==> src/baud_rate_counter.sv <==
// shared constants and types, plus the 16-bit baud rate counter
// assumes a single clock pclk and an asynchronous active-low reset presetn
`timescale 1ns/1ps

package uart_tx_pkg;
  // register indices; byte address is four times the index
  localparam logic [3:0] IDX_THR = 4'h0;
  localparam logic [3:0] IDX_RXMODE = 4'h1;
  localparam logic [3:0] IDX_TXMODE = 4'h2;
  localparam logic [3:0] IDX_GMODE = 4'h3;
  localparam logic [3:0] IDX_CMD = 4'h4;
  localparam logic [3:0] IDX_DIVLO = 4'h5;
  localparam logic [3:0] IDX_DIVHI = 4'h6;
  localparam logic [3:0] IDX_STATUS = 4'h8;
  localparam logic [3:0] IDX_MRESET = 4'hC;
  // status bit positions
  localparam int ST_TXBE = 1;
  localparam int ST_UNDERRUN = 2;
  localparam int ST_BRKSENT = 6;
  // break control codes in command bits 5:4
  localparam logic [1:0] BRK_NONE = 2'h0;
  localparam logic [1:0] BRK_CONT = 2'h1;
  localparam logic [1:0] BRK_FOUR = 2'h2;
  localparam logic [1:0] BRK_SIXTEEN = 2'h3;
  localparam logic [4:0] BRK_LEN_FOUR = 5'h04;
  localparam logic [4:0] BRK_LEN_SIXTEEN = 5'h10;
  // parity kinds
  localparam logic [1:0] PAR_ODD = 2'h0;
  localparam logic [1:0] PAR_EVEN = 2'h1;
  localparam logic [1:0] PAR_HIGH = 2'h2;
  // stop bit codes
  localparam logic [1:0] STOP_ONE = 2'h0;
  localparam logic [1:0] STOP_ONE_HALF = 2'h1;
  // samples per bit minus one for 1x, 16x, 32x, 64x
  localparam logic [3:0][6:0] SMP_M1 = {7'h3F, 7'h1F, 7'h0F, 7'h00};
  // values after reset
  localparam logic [7:0] MODE_RESET = 8'h00;
  localparam logic [2:0] SYNC_RESET = 3'h7;
  localparam logic [15:0] DIV_RESET = 16'h0000;

  // transmitter or receiver mode byte
  typedef struct packed {
    logic spare;
    logic int_clk;
    logic auto_cts;
    logic [1:0] par_type;
    logic par_en;
    logic [1:0] len;
  } mode_t;

  // global mode byte
  typedef struct packed {
    logic [3:0] spare;
    logic [1:0] factor;
    logic [1:0] stops;
  } gmode_t;

  // command byte
  typedef struct packed {
    logic dtr;
    logic rts;
    logic [1:0] brk;
    logic diag_en;
    logic diag_sel;
    logic tx_en;
    logic rx_en;
  } cmd_t;

  // transmitter sequence, gray from idle through parity to mark
  typedef enum logic [2:0] {
    TX_IDLE = 3'h0,
    TX_START = 3'h1,
    TX_DATA = 3'h3,
    TX_PARITY = 3'h2,
    TX_STOP = 3'h6,
    TX_MARK = 3'h7
  } tx_state_t;
endpackage

module baud_rate_counter (
  input wire logic pclk,
  input wire logic presetn,
  input wire logic load,
  input wire logic [15:0] div_load,
  input wire logic [15:0] div,
  output logic tick,
  output logic rate_out
);
  // -------------------------------------------------
  // state
  // -------------------------------------------------
  typedef struct packed {
    logic [15:0] cnt;
    logic out;
  } brc_t;

  brc_t q, d;

  // count down, reload at terminal count; a zero divisor holds the counter
  always_comb begin
    d = q;
    tick = 1'b0;
    if (load) begin
      // [RULE4] immediate counter load
      d.cnt = div_load;
    end else if (div != uart_tx_pkg::DIV_RESET) begin
      // [RULE23] reload gives one period
      if (q.cnt <= 16'h0001) begin
        d.cnt = div;
        tick = 1'b1;
      end else begin
        d.cnt = q.cnt - 16'h0001;
      end
    end
    // [RULE1] high for the upper half of the count
    d.out = d.cnt > {1'b0, div[15:1]};
  end

  // registered state; an unprogrammed divisor keeps the generator quiet
  // [RULE5] relies on divisor programming
  always_ff @(posedge pclk or negedge presetn) begin
    if (!presetn) begin
      q <= '0;
    end else begin
      q <= d;
    end
  end

  assign rate_out = q.out;

  // -------------------------------------------------
  // checks
  // -------------------------------------------------
  logic [15:0] gap_q;
  logic seen_q;

  // helper: cycles since the last tick
  always_ff @(posedge pclk or negedge presetn) begin
    if (!presetn) begin
      gap_q <= 16'h0000;
      seen_q <= 1'b0;
    end else begin
      gap_q <= tick ? 16'h0000 : gap_q + 16'h0001;
      seen_q <= load ? 1'b0 : (seen_q | tick);
    end
  end
endmodule

==> src/uart_transmitter.sv <==
// baud generator and asynchronous serial transmitter with break generation
// assumes an APB master on pclk; clear-to-send and clock pins are asynchronous
// What this block does
// [RULE1] divide reference by divisor 1 to 65535
// [RULE2] rate out equals factor times baud
// [RULE3] divisor is two 8-bit latches
// [RULE4] divisor write loads counter at once
// [RULE5] host programs both divisor latches first
// [RULE6] transmitter uses its own mode byte
// [RULE7] global byte sets stops and factor
// [RULE8] transmit needs enable and optional clear-to-send
// [RULE9] holding to shift, then framed character
// [RULE10] output changes on one clock edge
// [RULE11] line idles at mark
// [RULE12] host requests continuous, 4 or 16 break
// [RULE13] rewriting finite break extends it
// [RULE14] break character is all zero bits
// [RULE15] host ends continuous break with 00
// [RULE16] break bits self-clear at end or disable
// [RULE17] one mark bit after break
// [RULE18] held character sent after break
// [RULE19] break-sent flag set, cleared by read
// [RULE20] command bits 5:4 select break length
// [RULE21] 1x with 1.5 stops sends one
// [RULE22] underrun when holding and shift empty
// [RULE23] count down, reload gives one period
`timescale 1ns/1ps

module uart_transmitter #(
  parameter int ADDR_W = 6
) (
  input wire logic pclk,
  input wire logic presetn,
  input wire logic psel,
  input wire logic penable,
  input wire logic pwrite,
  input wire logic [ADDR_W-1:0] paddr,
  input wire logic [31:0] pwdata,
  output logic [31:0] prdata,
  output logic pready,
  output logic pslverr,
  input wire logic clear_to_send_n,
  output logic serial_out,
  input wire logic transmit_clock_or_rate_out_level,
  output logic transmit_clock_or_rate_out,
  output logic transmit_clock_or_rate_out_en_n,
  input wire logic receive_clock_or_rate_out_level,
  output logic receive_clock_or_rate_out,
  output logic receive_clock_or_rate_out_en_n
);
  // -------------------------------------------------
  // state
  // -------------------------------------------------
  typedef struct packed {
    uart_tx_pkg::mode_t txm;     // transmitter mode
    uart_tx_pkg::mode_t rxm;     // receiver mode, kept apart
    uart_tx_pkg::gmode_t gm;     // shared stops and factor
    uart_tx_pkg::cmd_t cmd;      // command byte
    logic [15:0] div;            // divisor latches
    logic [7:0] thr;             // holding register
    logic thr_full;              // holding register loaded
    logic underrun;              // sticky underrun
    logic brk_sent;              // sticky break-sent flag
    logic [7:0] shreg;           // shift register
    logic [2:0] bitn;            // data bit index
    logic [6:0] smp;             // sample ticks within a bit
    logic par;                   // running parity
    logic brk_char;              // current character is a break
    uart_tx_pkg::tx_state_t fsm; // transmitter sequence
    logic [4:0] brk_left;        // finite break characters left
    logic txd;                   // serial line
    logic [2:0] cts_s;           // clear-to-send synchroniser
    logic cts_lvl;               // agreed clear-to-send level
    logic [2:0] tclk_s;          // external clock synchroniser
    logic tclk_lvl;              // agreed external clock level
    logic [31:0] rd;             // read data captured at setup
    logic err;                   // unmapped address at setup
  } st_t;

  st_t q, d;

  logic [3:0] idx;
  logic acc;
  logic mr_wr;
  logic div_wr;
  logic [15:0] div_new;
  logic baud_tick;
  logic rate_out;
  logic bclk_tick;
  logic tx_ok;
  logic brk_more;
  logic begin_char;
  logic [6:0] bit_lim;
  logic [6:0] stop_lim;
  logic [7:0] nsmp;
  logic bit_end;
  logic stop_end;
  logic mapped;
  logic [7:0] rdv;

  // values after reset; the divisor is handled apart
  function automatic st_t rst_f();
    st_t r;
    r = '0;
    r.txm = uart_tx_pkg::MODE_RESET;
    r.rxm = uart_tx_pkg::MODE_RESET;
    r.gm = uart_tx_pkg::MODE_RESET;
    r.cmd = uart_tx_pkg::MODE_RESET;
    r.div = uart_tx_pkg::DIV_RESET;
    r.fsm = uart_tx_pkg::TX_IDLE;
    r.txd = 1'b1;
    r.cts_s = uart_tx_pkg::SYNC_RESET;
    r.cts_lvl = 1'b1;
    r.tclk_s = uart_tx_pkg::SYNC_RESET;
    r.tclk_lvl = 1'b1;
    return r;
  endfunction

  // parity bit from the running xor
  function automatic logic par_bit(input logic [1:0] kind, input logic p);
    case (kind)
      uart_tx_pkg::PAR_ODD: par_bit = ~p;
      uart_tx_pkg::PAR_EVEN: par_bit = p;
      uart_tx_pkg::PAR_HIGH: par_bit = 1'b1;
      default: par_bit = 1'b0;
    endcase
  endfunction

  // -------------------------------------------------
  // bus decode
  // -------------------------------------------------
  assign idx = paddr[5:2];
  assign acc = psel & penable;
  assign mr_wr = acc & pwrite & (idx == uart_tx_pkg::IDX_MRESET);
  // zero wait states: read data is captured during setup
  assign pready = 1'b1;
  assign pslverr = acc & q.err;
  assign prdata = q.rd;

  // read mux and map check
  always_comb begin
    mapped = 1'b1;
    rdv = 8'h00;
    case (idx)
      uart_tx_pkg::IDX_RXMODE: rdv = q.rxm;
      uart_tx_pkg::IDX_TXMODE: rdv = q.txm;
      uart_tx_pkg::IDX_GMODE: rdv = {4'h0, q.gm[3:0]};
      uart_tx_pkg::IDX_CMD: rdv = q.cmd;
      uart_tx_pkg::IDX_DIVLO: rdv = q.div[7:0];
      uart_tx_pkg::IDX_DIVHI: rdv = q.div[15:8];
      uart_tx_pkg::IDX_STATUS: begin
        rdv[uart_tx_pkg::ST_TXBE] = ~q.thr_full;
        rdv[uart_tx_pkg::ST_UNDERRUN] = q.underrun;
        rdv[uart_tx_pkg::ST_BRKSENT] = q.brk_sent;
      end
      uart_tx_pkg::IDX_THR, uart_tx_pkg::IDX_MRESET: rdv = 8'h00;
      default: mapped = 1'b0;
    endcase
  end

  // -------------------------------------------------
  // baud generator
  // -------------------------------------------------
  baud_rate_counter u_brc (
    .pclk(pclk),
    .presetn(presetn),
    .load(div_wr),
    .div_load(div_new),
    .div(q.div),
    .tick(baud_tick),
    .rate_out(rate_out)
  );

  // [RULE2] drive pins when internal clock selected
  assign transmit_clock_or_rate_out = rate_out;
  assign transmit_clock_or_rate_out_en_n = ~q.txm.int_clk;
  assign receive_clock_or_rate_out = rate_out;
  assign receive_clock_or_rate_out_en_n = ~q.rxm.int_clk;
  assign serial_out = q.txd;

  // -------------------------------------------------
  // next state
  // -------------------------------------------------
  always_comb begin
    d = q;
    div_wr = 1'b0;
    div_new = q.div;
    begin_char = 1'b0;
    // pins pass three flops; a level counts once the last two agree
    d.cts_s = {q.cts_s[1:0], clear_to_send_n};
    if (q.cts_s[1] == q.cts_s[2]) begin
      d.cts_lvl = q.cts_s[2];
    end
    d.tclk_s = {q.tclk_s[1:0], transmit_clock_or_rate_out_level};
    if (q.tclk_s[1] == q.tclk_s[2]) begin
      d.tclk_lvl = q.tclk_s[2];
    end
    // [RULE10] falling pin edge, rising edge of its complement
    // [RULE6] transmitter clock source from its own mode
    bclk_tick = q.txm.int_clk ? baud_tick : (q.tclk_lvl & ~d.tclk_lvl);
    // [RULE8] enable plus optional clear-to-send
    tx_ok = q.cmd.tx_en & (~q.txm.auto_cts | ~q.cts_lvl);
    brk_more = tx_ok & (q.cmd.brk != uart_tx_pkg::BRK_NONE);
    // [RULE7] shared factor and stop count
    bit_lim = uart_tx_pkg::SMP_M1[q.gm.factor];
    nsmp = {1'b0, bit_lim} + 8'h01;
    // [RULE21] 1x turns one and a half into one
    if (q.gm.stops == uart_tx_pkg::STOP_ONE) begin
      stop_lim = bit_lim;
    end else if (q.gm.stops == uart_tx_pkg::STOP_ONE_HALF) begin
      stop_lim = (q.gm.factor == 2'h0) ? bit_lim : 7'(nsmp + {1'b0, nsmp[7:1]} - 8'h01);
    end else begin
      stop_lim = 7'({nsmp[6:0], 1'b0} - 8'h01);
    end
    bit_end = bclk_tick & (q.smp == bit_lim);
    stop_end = bclk_tick & (q.smp == stop_lim);
    // [RULE19] read clears only what was shown
    if (acc & ~pwrite & (idx == uart_tx_pkg::IDX_STATUS)) begin
      if (q.rd[uart_tx_pkg::ST_UNDERRUN]) begin
        d.underrun = 1'b0;
      end
      if (q.rd[uart_tx_pkg::ST_BRKSENT]) begin
        d.brk_sent = 1'b0;
      end
    end
    // [RULE16] disable cancels a break
    if (~tx_ok & (q.cmd.brk != uart_tx_pkg::BRK_NONE)) begin
      d.cmd.brk = uart_tx_pkg::BRK_NONE;
    end
    // bit sequencing, one step per sample tick
    if (bclk_tick) begin
      d.smp = q.smp + 7'h01;
      unique case (q.fsm)
        uart_tx_pkg::TX_IDLE: begin
          d.smp = 7'h00;
          begin_char = 1'b1;
        end
        uart_tx_pkg::TX_START: if (bit_end) begin
          d.smp = 7'h00;
          d.fsm = uart_tx_pkg::TX_DATA;
          d.bitn = 3'h0;
          d.txd = ~q.brk_char & q.shreg[0];
        end
        uart_tx_pkg::TX_DATA: if (bit_end) begin
          // [RULE9] shift data out, lsb first
          d.smp = 7'h00;
          d.par = q.par ^ q.shreg[0];
          d.shreg = {1'b0, q.shreg[7:1]};
          d.bitn = q.bitn + 3'h1;
          if (q.bitn == {1'b1, q.txm.len}) begin
            if (q.txm.par_en) begin
              d.fsm = uart_tx_pkg::TX_PARITY;
              d.txd = ~q.brk_char & par_bit(q.txm.par_type, d.par);
            end else begin
              d.fsm = uart_tx_pkg::TX_STOP;
              d.txd = ~q.brk_char;
            end
          end else begin
            // [RULE14] break keeps every bit low
            d.txd = ~q.brk_char & q.shreg[1];
          end
        end
        uart_tx_pkg::TX_PARITY: if (bit_end) begin
          d.smp = 7'h00;
          d.fsm = uart_tx_pkg::TX_STOP;
          d.txd = ~q.brk_char;
        end
        uart_tx_pkg::TX_STOP: if (stop_end) begin
          d.smp = 7'h00;
          // [RULE11] back to mark after the stop bits
          d.txd = 1'b1;
          // [RULE17] break end forces a mark bit
          if (q.brk_char & ~brk_more) begin
            d.fsm = uart_tx_pkg::TX_MARK;
          end else begin
            d.fsm = uart_tx_pkg::TX_IDLE;
            begin_char = 1'b1;
          end
        end
        uart_tx_pkg::TX_MARK: if (bit_end) begin
          d.smp = 7'h00;
          d.fsm = uart_tx_pkg::TX_IDLE;
          begin_char = 1'b1;
        end
        default: begin
          d.fsm = uart_tx_pkg::TX_IDLE;
          d.txd = 1'b1;
        end
      endcase
    end
    // character boundary: break first, the held byte waits
    if (begin_char) begin
      if (brk_more) begin
        // [RULE14] start an all-zero character
        d.fsm = uart_tx_pkg::TX_START;
        d.txd = 1'b0;
        d.brk_char = 1'b1;
        d.par = 1'b0;
        // [RULE19] flag each continuous or last finite character
        if (q.cmd.brk == uart_tx_pkg::BRK_CONT) begin
          d.brk_sent = 1'b1;
        end else if (q.brk_left <= 5'h01) begin
          // [RULE16] last finite character clears bits
          d.brk_sent = 1'b1;
          d.cmd.brk = uart_tx_pkg::BRK_NONE;
        end else begin
          d.brk_left = q.brk_left - 5'h01;
        end
      end else if (tx_ok & q.thr_full) begin
        // [RULE9] parallel load from holding register
        // [RULE18] held byte goes only once break ends
        d.fsm = uart_tx_pkg::TX_START;
        d.txd = 1'b0;
        d.brk_char = 1'b0;
        d.shreg = q.thr;
        d.thr_full = 1'b0;
        d.par = 1'b0;
      end
    end
    // [RULE22] nothing held and nothing shifting
    if ((q.fsm == uart_tx_pkg::TX_IDLE) & ~q.thr_full) begin
      d.underrun = 1'b1;
    end
    // read data and map check are captured in the setup cycle
    if (psel & ~penable) begin
      d.rd = {24'h000000, rdv};
      d.err = ~mapped;
    end
    // software writes land last so that a rewrite wins
    if (acc & pwrite) begin
      case (idx)
        uart_tx_pkg::IDX_THR: begin
          d.thr = pwdata[7:0];
          d.thr_full = 1'b1;
        end
        uart_tx_pkg::IDX_RXMODE: d.rxm = pwdata[7:0];
        uart_tx_pkg::IDX_TXMODE: d.txm = pwdata[7:0];
        uart_tx_pkg::IDX_GMODE: d.gm = {4'h0, pwdata[3:0]};
        uart_tx_pkg::IDX_CMD: begin
          // [RULE20] bits 5:4 pick the length
          // [RULE13] a rewrite reloads the count
          d.cmd = pwdata[7:0];
          d.brk_left = (pwdata[5:4] == uart_tx_pkg::BRK_FOUR) ? uart_tx_pkg::BRK_LEN_FOUR
                                                               : uart_tx_pkg::BRK_LEN_SIXTEEN;
        end
        uart_tx_pkg::IDX_DIVLO: begin
          // [RULE3] low latch of the divisor
          div_new = {q.div[15:8], pwdata[7:0]};
          d.div = div_new;
          div_wr = 1'b1;
        end
        uart_tx_pkg::IDX_DIVHI: begin
          div_new = {pwdata[7:0], q.div[7:0]};
          d.div = div_new;
          div_wr = 1'b1;
        end
        default: ;
      endcase
    end
    // master reset write: all but the divisor and the synchronisers
    if (mr_wr) begin
      d = rst_f();
      d.div = q.div;
      d.cts_s = q.cts_s;
      d.cts_lvl = q.cts_lvl;
      d.tclk_s = q.tclk_s;
      d.tclk_lvl = q.tclk_lvl;
    end
  end

  // the whole state in one register
  always_ff @(posedge pclk or negedge presetn) begin
    if (!presetn) begin
      q <= rst_f();
    end else begin
      q <= d;
    end
  end
endmodule

==> config.mk <==
export PLATFORM = sky130hd
export DESIGN_NAME = uart_transmitter
export DESIGN_NICKNAME = d
export VERILOG_FILES = /design/src/baud_rate_counter.sv /design/src/uart_transmitter.sv
export SDC_FILE = /design/constraint.sdc
export NUM_CORES = 1
export LEC_CHECK = 0
export ABC_CLOCK_PERIOD_IN_PS = 3500
export BUFFER_PORTS_ARGS = -buffer_cell sky130_fd_sc_hd__buf_2
export CORE_MARGIN = 4
export CORE_UTILIZATION = 51
export DETAILED_ROUTE_END_ITERATION = 12
export MAX_ROUTING_LAYER = met4
export PLACE_DENSITY = 0.71
export SLEW_MARGIN = 15
export SYNTH_ARGS = -nofsm -noshare
export SYNTH_HDL_FRONTEND = slang
export SYNTH_HIERARCHICAL = 1
export SYNTH_SLANG_ARGS = --single-unit
==> constraint.sdc <==
create_clock -name pclk -period 3.5 [get_ports pclk]
set_input_delay 0.525 -clock pclk [delete_from_list [all_inputs] [get_ports pclk]]
set_output_delay 0.525 -clock pclk [all_outputs]
set_load 0.02 [all_outputs]
==> impl_metrics.tcl <==
set metrics [dict create \
    pre_cts_ws_ns -0.364 \
    placementRows 44 \
    setup_violations 0 \
    routed_via_density 6.02 \
    cap_violations 0 \
    cts_setup_buffers 0 \
    period_share 0.964 \
    routed_wl_um 21400 \
    start_util 0.522 \
    synth-seq-cells 118 \
    firstDrtPassIters 6 \
    hold_buffers 0 \
    synth_cell_type_count 83 \
    power_leakage_nw 4.02 \
    powerDensity_nw_per_um2 642 \
    crit_family "compound AO/OA/AOI/OAI gates" \
    grt_pass1_vias 6302 \
    fin_ws_ns 0.127 \
    cts_buffer_depth 2 \
    multi_input_area_um2 4270 \
    tightest_slew_ns 0.849 \
    finalClockSkew_ns 0.00726 \
    cts_root_buf "clkbuf_16" \
    synth_warnings 6 \
    num-nets-final 992 \
    clock_latency_ns 0.43 \
    dieArea_um2 17000 \
    synth_largest_area_cell "dfrtp_1" \
    slowest_delay_ns 0.39 \
    synth_seq_area_share 0.389 \
    hp-class "input port to asynchronous set/reset pin" \
    grt_pass1_wl_um 34100 \
    drtIter0Drc 557 \
    synth-edff-count 0 \
    whs_ns 0.171 \
    fin_util 0.622 \
    synth.top_cell.area_share 0.358 \
    portBuffers 32 \
    peakVddDrop_mv 0.464 \
    cts_sinks 118 \
    wl_per_cell_um 19.1 \
    synth_common_cells "109 x dfrtp_1, 99 x nand2_1, 56 x nor2_1, 49 x o21ai_0, 39 x a21oi_1" \
    fmax_mhz 296 \
    period_needed_ns 3.37 \
    vias 6758 \
    ff_latch_area_um2 2960 \
    htree_num_levels 4 \
    cp-start-kind "flip-flop" \
    placeableCoreArea_um2 14600 \
    syn_inst 851 \
    fill_cells 1264 \
    critical_path_class "flip-flop to flip-flop" \
    syn_area_um2 7620 \
    antenna_found_initial 0 \
    layout-drive-gt1-share 0.256 \
    routabilityCongestion 0.966 \
    fp.dieW_um 130 \
    ant_nets 0 \
    cp.required_ns 3.81 \
    path_max_fanout 6 \
    path_cells "inv_1, ha_1, o21ba_4, nand3_2, buf_4, a21boi_0, o21ai_0, a32oi_2, ha_1, nand4_1, nor2_2, a21boi_2, a2111oi_4, buf_4, o32ai_1" \
    final_hold_viol_count 0 \
    maxSlewHeadroom 0.429 \
    synth_most_common_cell "dfrtp_1" \
    power.total_mw 5.82 \
    synth_area_per_cell_um2 8.95 \
    hpwlAfterDp_um 15200 \
    die_y_um 130 \
    cp.arrival_ns 3.68 \
    antenna_cells 0 \
    area_growth_syn_to_layout_pct 19.0 \
    rsz0062_at_grt "no" \
    cts_tree "yes" \
    cp-end-kind "flip-flop" \
    grt_max_degree 61 \
    synth_top_flop_cell "dfrtp_1" \
    final_max_slew_viol_count 0 \
    outcome "completed" \
    synth_area_leaders "dfrtp_1 36%, mux2_2 5.2%, nand2_1 4.9%" \
    clk_pin_slew_ns 0.06 \
    grt_use_total 0.270 \
    drc_errors 0 \
    crit_slowest_cell "ha_1" \
    pin_count 85 \
    path_buf_inv 3 \
    grt_overflow 0 \
    async_flop_share 1.00 \
    instances_no_fill 1122 \
    dp_cells 1090 \
    cts_buffers 17 \
]
-- worst paths after layout --
path,start,to,slack (ns),cells past startpoint
setup / recovery,u_brc/q[2]$_DFF_PN0_,u_brc/rate_out$_DFF_PN0_,0.13,15
hold / removal,presetn,q[56]$_DFFE_PN0N_,0.17,1
setup reg to reg,u_brc/q[2]$_DFF_PN0_,u_brc/rate_out$_DFF_PN0_,0.13,15
hold reg to reg,q[38]$_DFFE_PN1N_,q[38]$_DFFE_PN1N_,0.45,2
max in group asynchronous,presetn,q[98]$_DFFE_PN0P_,2.55,2
min in group pclk,clear_to_send_n,q[38]$_DFFE_PN1N_,0.29,3
-- what timing repair did --
item / 4_1_cts / 5_1_grt
pin swaps: 0 / 4
endpoints found under the setup margin: 4 / 13
gates cloned: 0 / 0
gates resized for setup: 8 / 14
-- through the flow --
stage          setup TNS (ns)  instance area (µm²)
2_1_floorplan               0                 7720
3_3_place_gp           -0.440                 8330
3_5_place_dp           -0.380                 8330
4_1_cts                     0                 8990
5_1_grt                     0                 9070
6_report                    0                 9070
-- placed cells by master, fill, tap and decap left out, types with 6 or more instances in the layout --
master and n:
dfrtp_1 109, nand2_1 99, buf_4 86, nor2_1 51, o21ai_0 49, a21oi_1 39, mux2_2 35, inv_1 32
buf_2 31, a22o_1 25, conb_1 25, nand3_1 24, nor3_1 23, a22oi_1 22, ha_1 20, clkbuf_16 17
nand2b_1 13, nand4_1 12, a211oi_1 11, or3_1 10, nor4_1 10, mux2i_1 9, dfstp_2 9, and3_1 7
and2_1 7, xnor2_1 7, a21o_1 7, nor2_2 6, nor3b_1 6, o211ai_1 6
-- layout make-up --
class                   count  area share
repair buffers            120      0.0949
multi-input cells         636       0.471
clock inverters            15      0.0213
well taps                 184      0.0254
flip-flops and latches    118       0.327
inverters                  32      0.0132
clock buffers              17      0.0469
-- report_power, final --
part	leakage (nW)	internal, mW	total (mW)	switching [mW]
registers	1.50	1.61	1.94	0.333
logic	2.22	0.947	2.04	1.09
clock network	0.301	1.14	1.84	0.700
total	4.02	3.69	5.82	2.13
-- worst register-to-register path, cell delays in order, from the launching register on --
cell       delay [ns]
dfrtp_1          0.38
inv_1            0.11
ha_1             0.21
o21ba_4          0.19
nand3_2          0.13
buf_4            0.21
a21boi_0         0.12
o21ai_0          0.27
a32oi_2          0.20
ha_1             0.39
nand4_1          0.20
nor2_2           0.24
a21boi_2         0.26
a2111oi_4        0.05
buf_4            0.15
o32ai_1          0.14
-- sequential cells by signal (all words and copies together), names as in the netlist --
signal,cells
q,92
prdata,8
u_brc/rate_out,1
u_brc/q,16
serial_out,1
-- per-layer routing --
layer  share of wire  vias up  track usage
li1                -     3228            -
met5               0        -            -
met2            0.47      238        0.422
met3           0.058       59       0.0536
met1            0.43     3233        0.345
met4           0.037        0        0.111
-- kinds of logic after synthesis --
logic type      Yosys count  share of synthesized area
other cells               2                   0.000986
xor+xnor                 12                     0.0138
fa+ha+maj                21                     0.0345
compound gates          225                      0.212
buf+inv                 120                     0.0788
flops                   118                      0.389
simple gates            309                      0.208
mux                      44                     0.0636
Note: power is estimated with default switching activity, not from simulation.
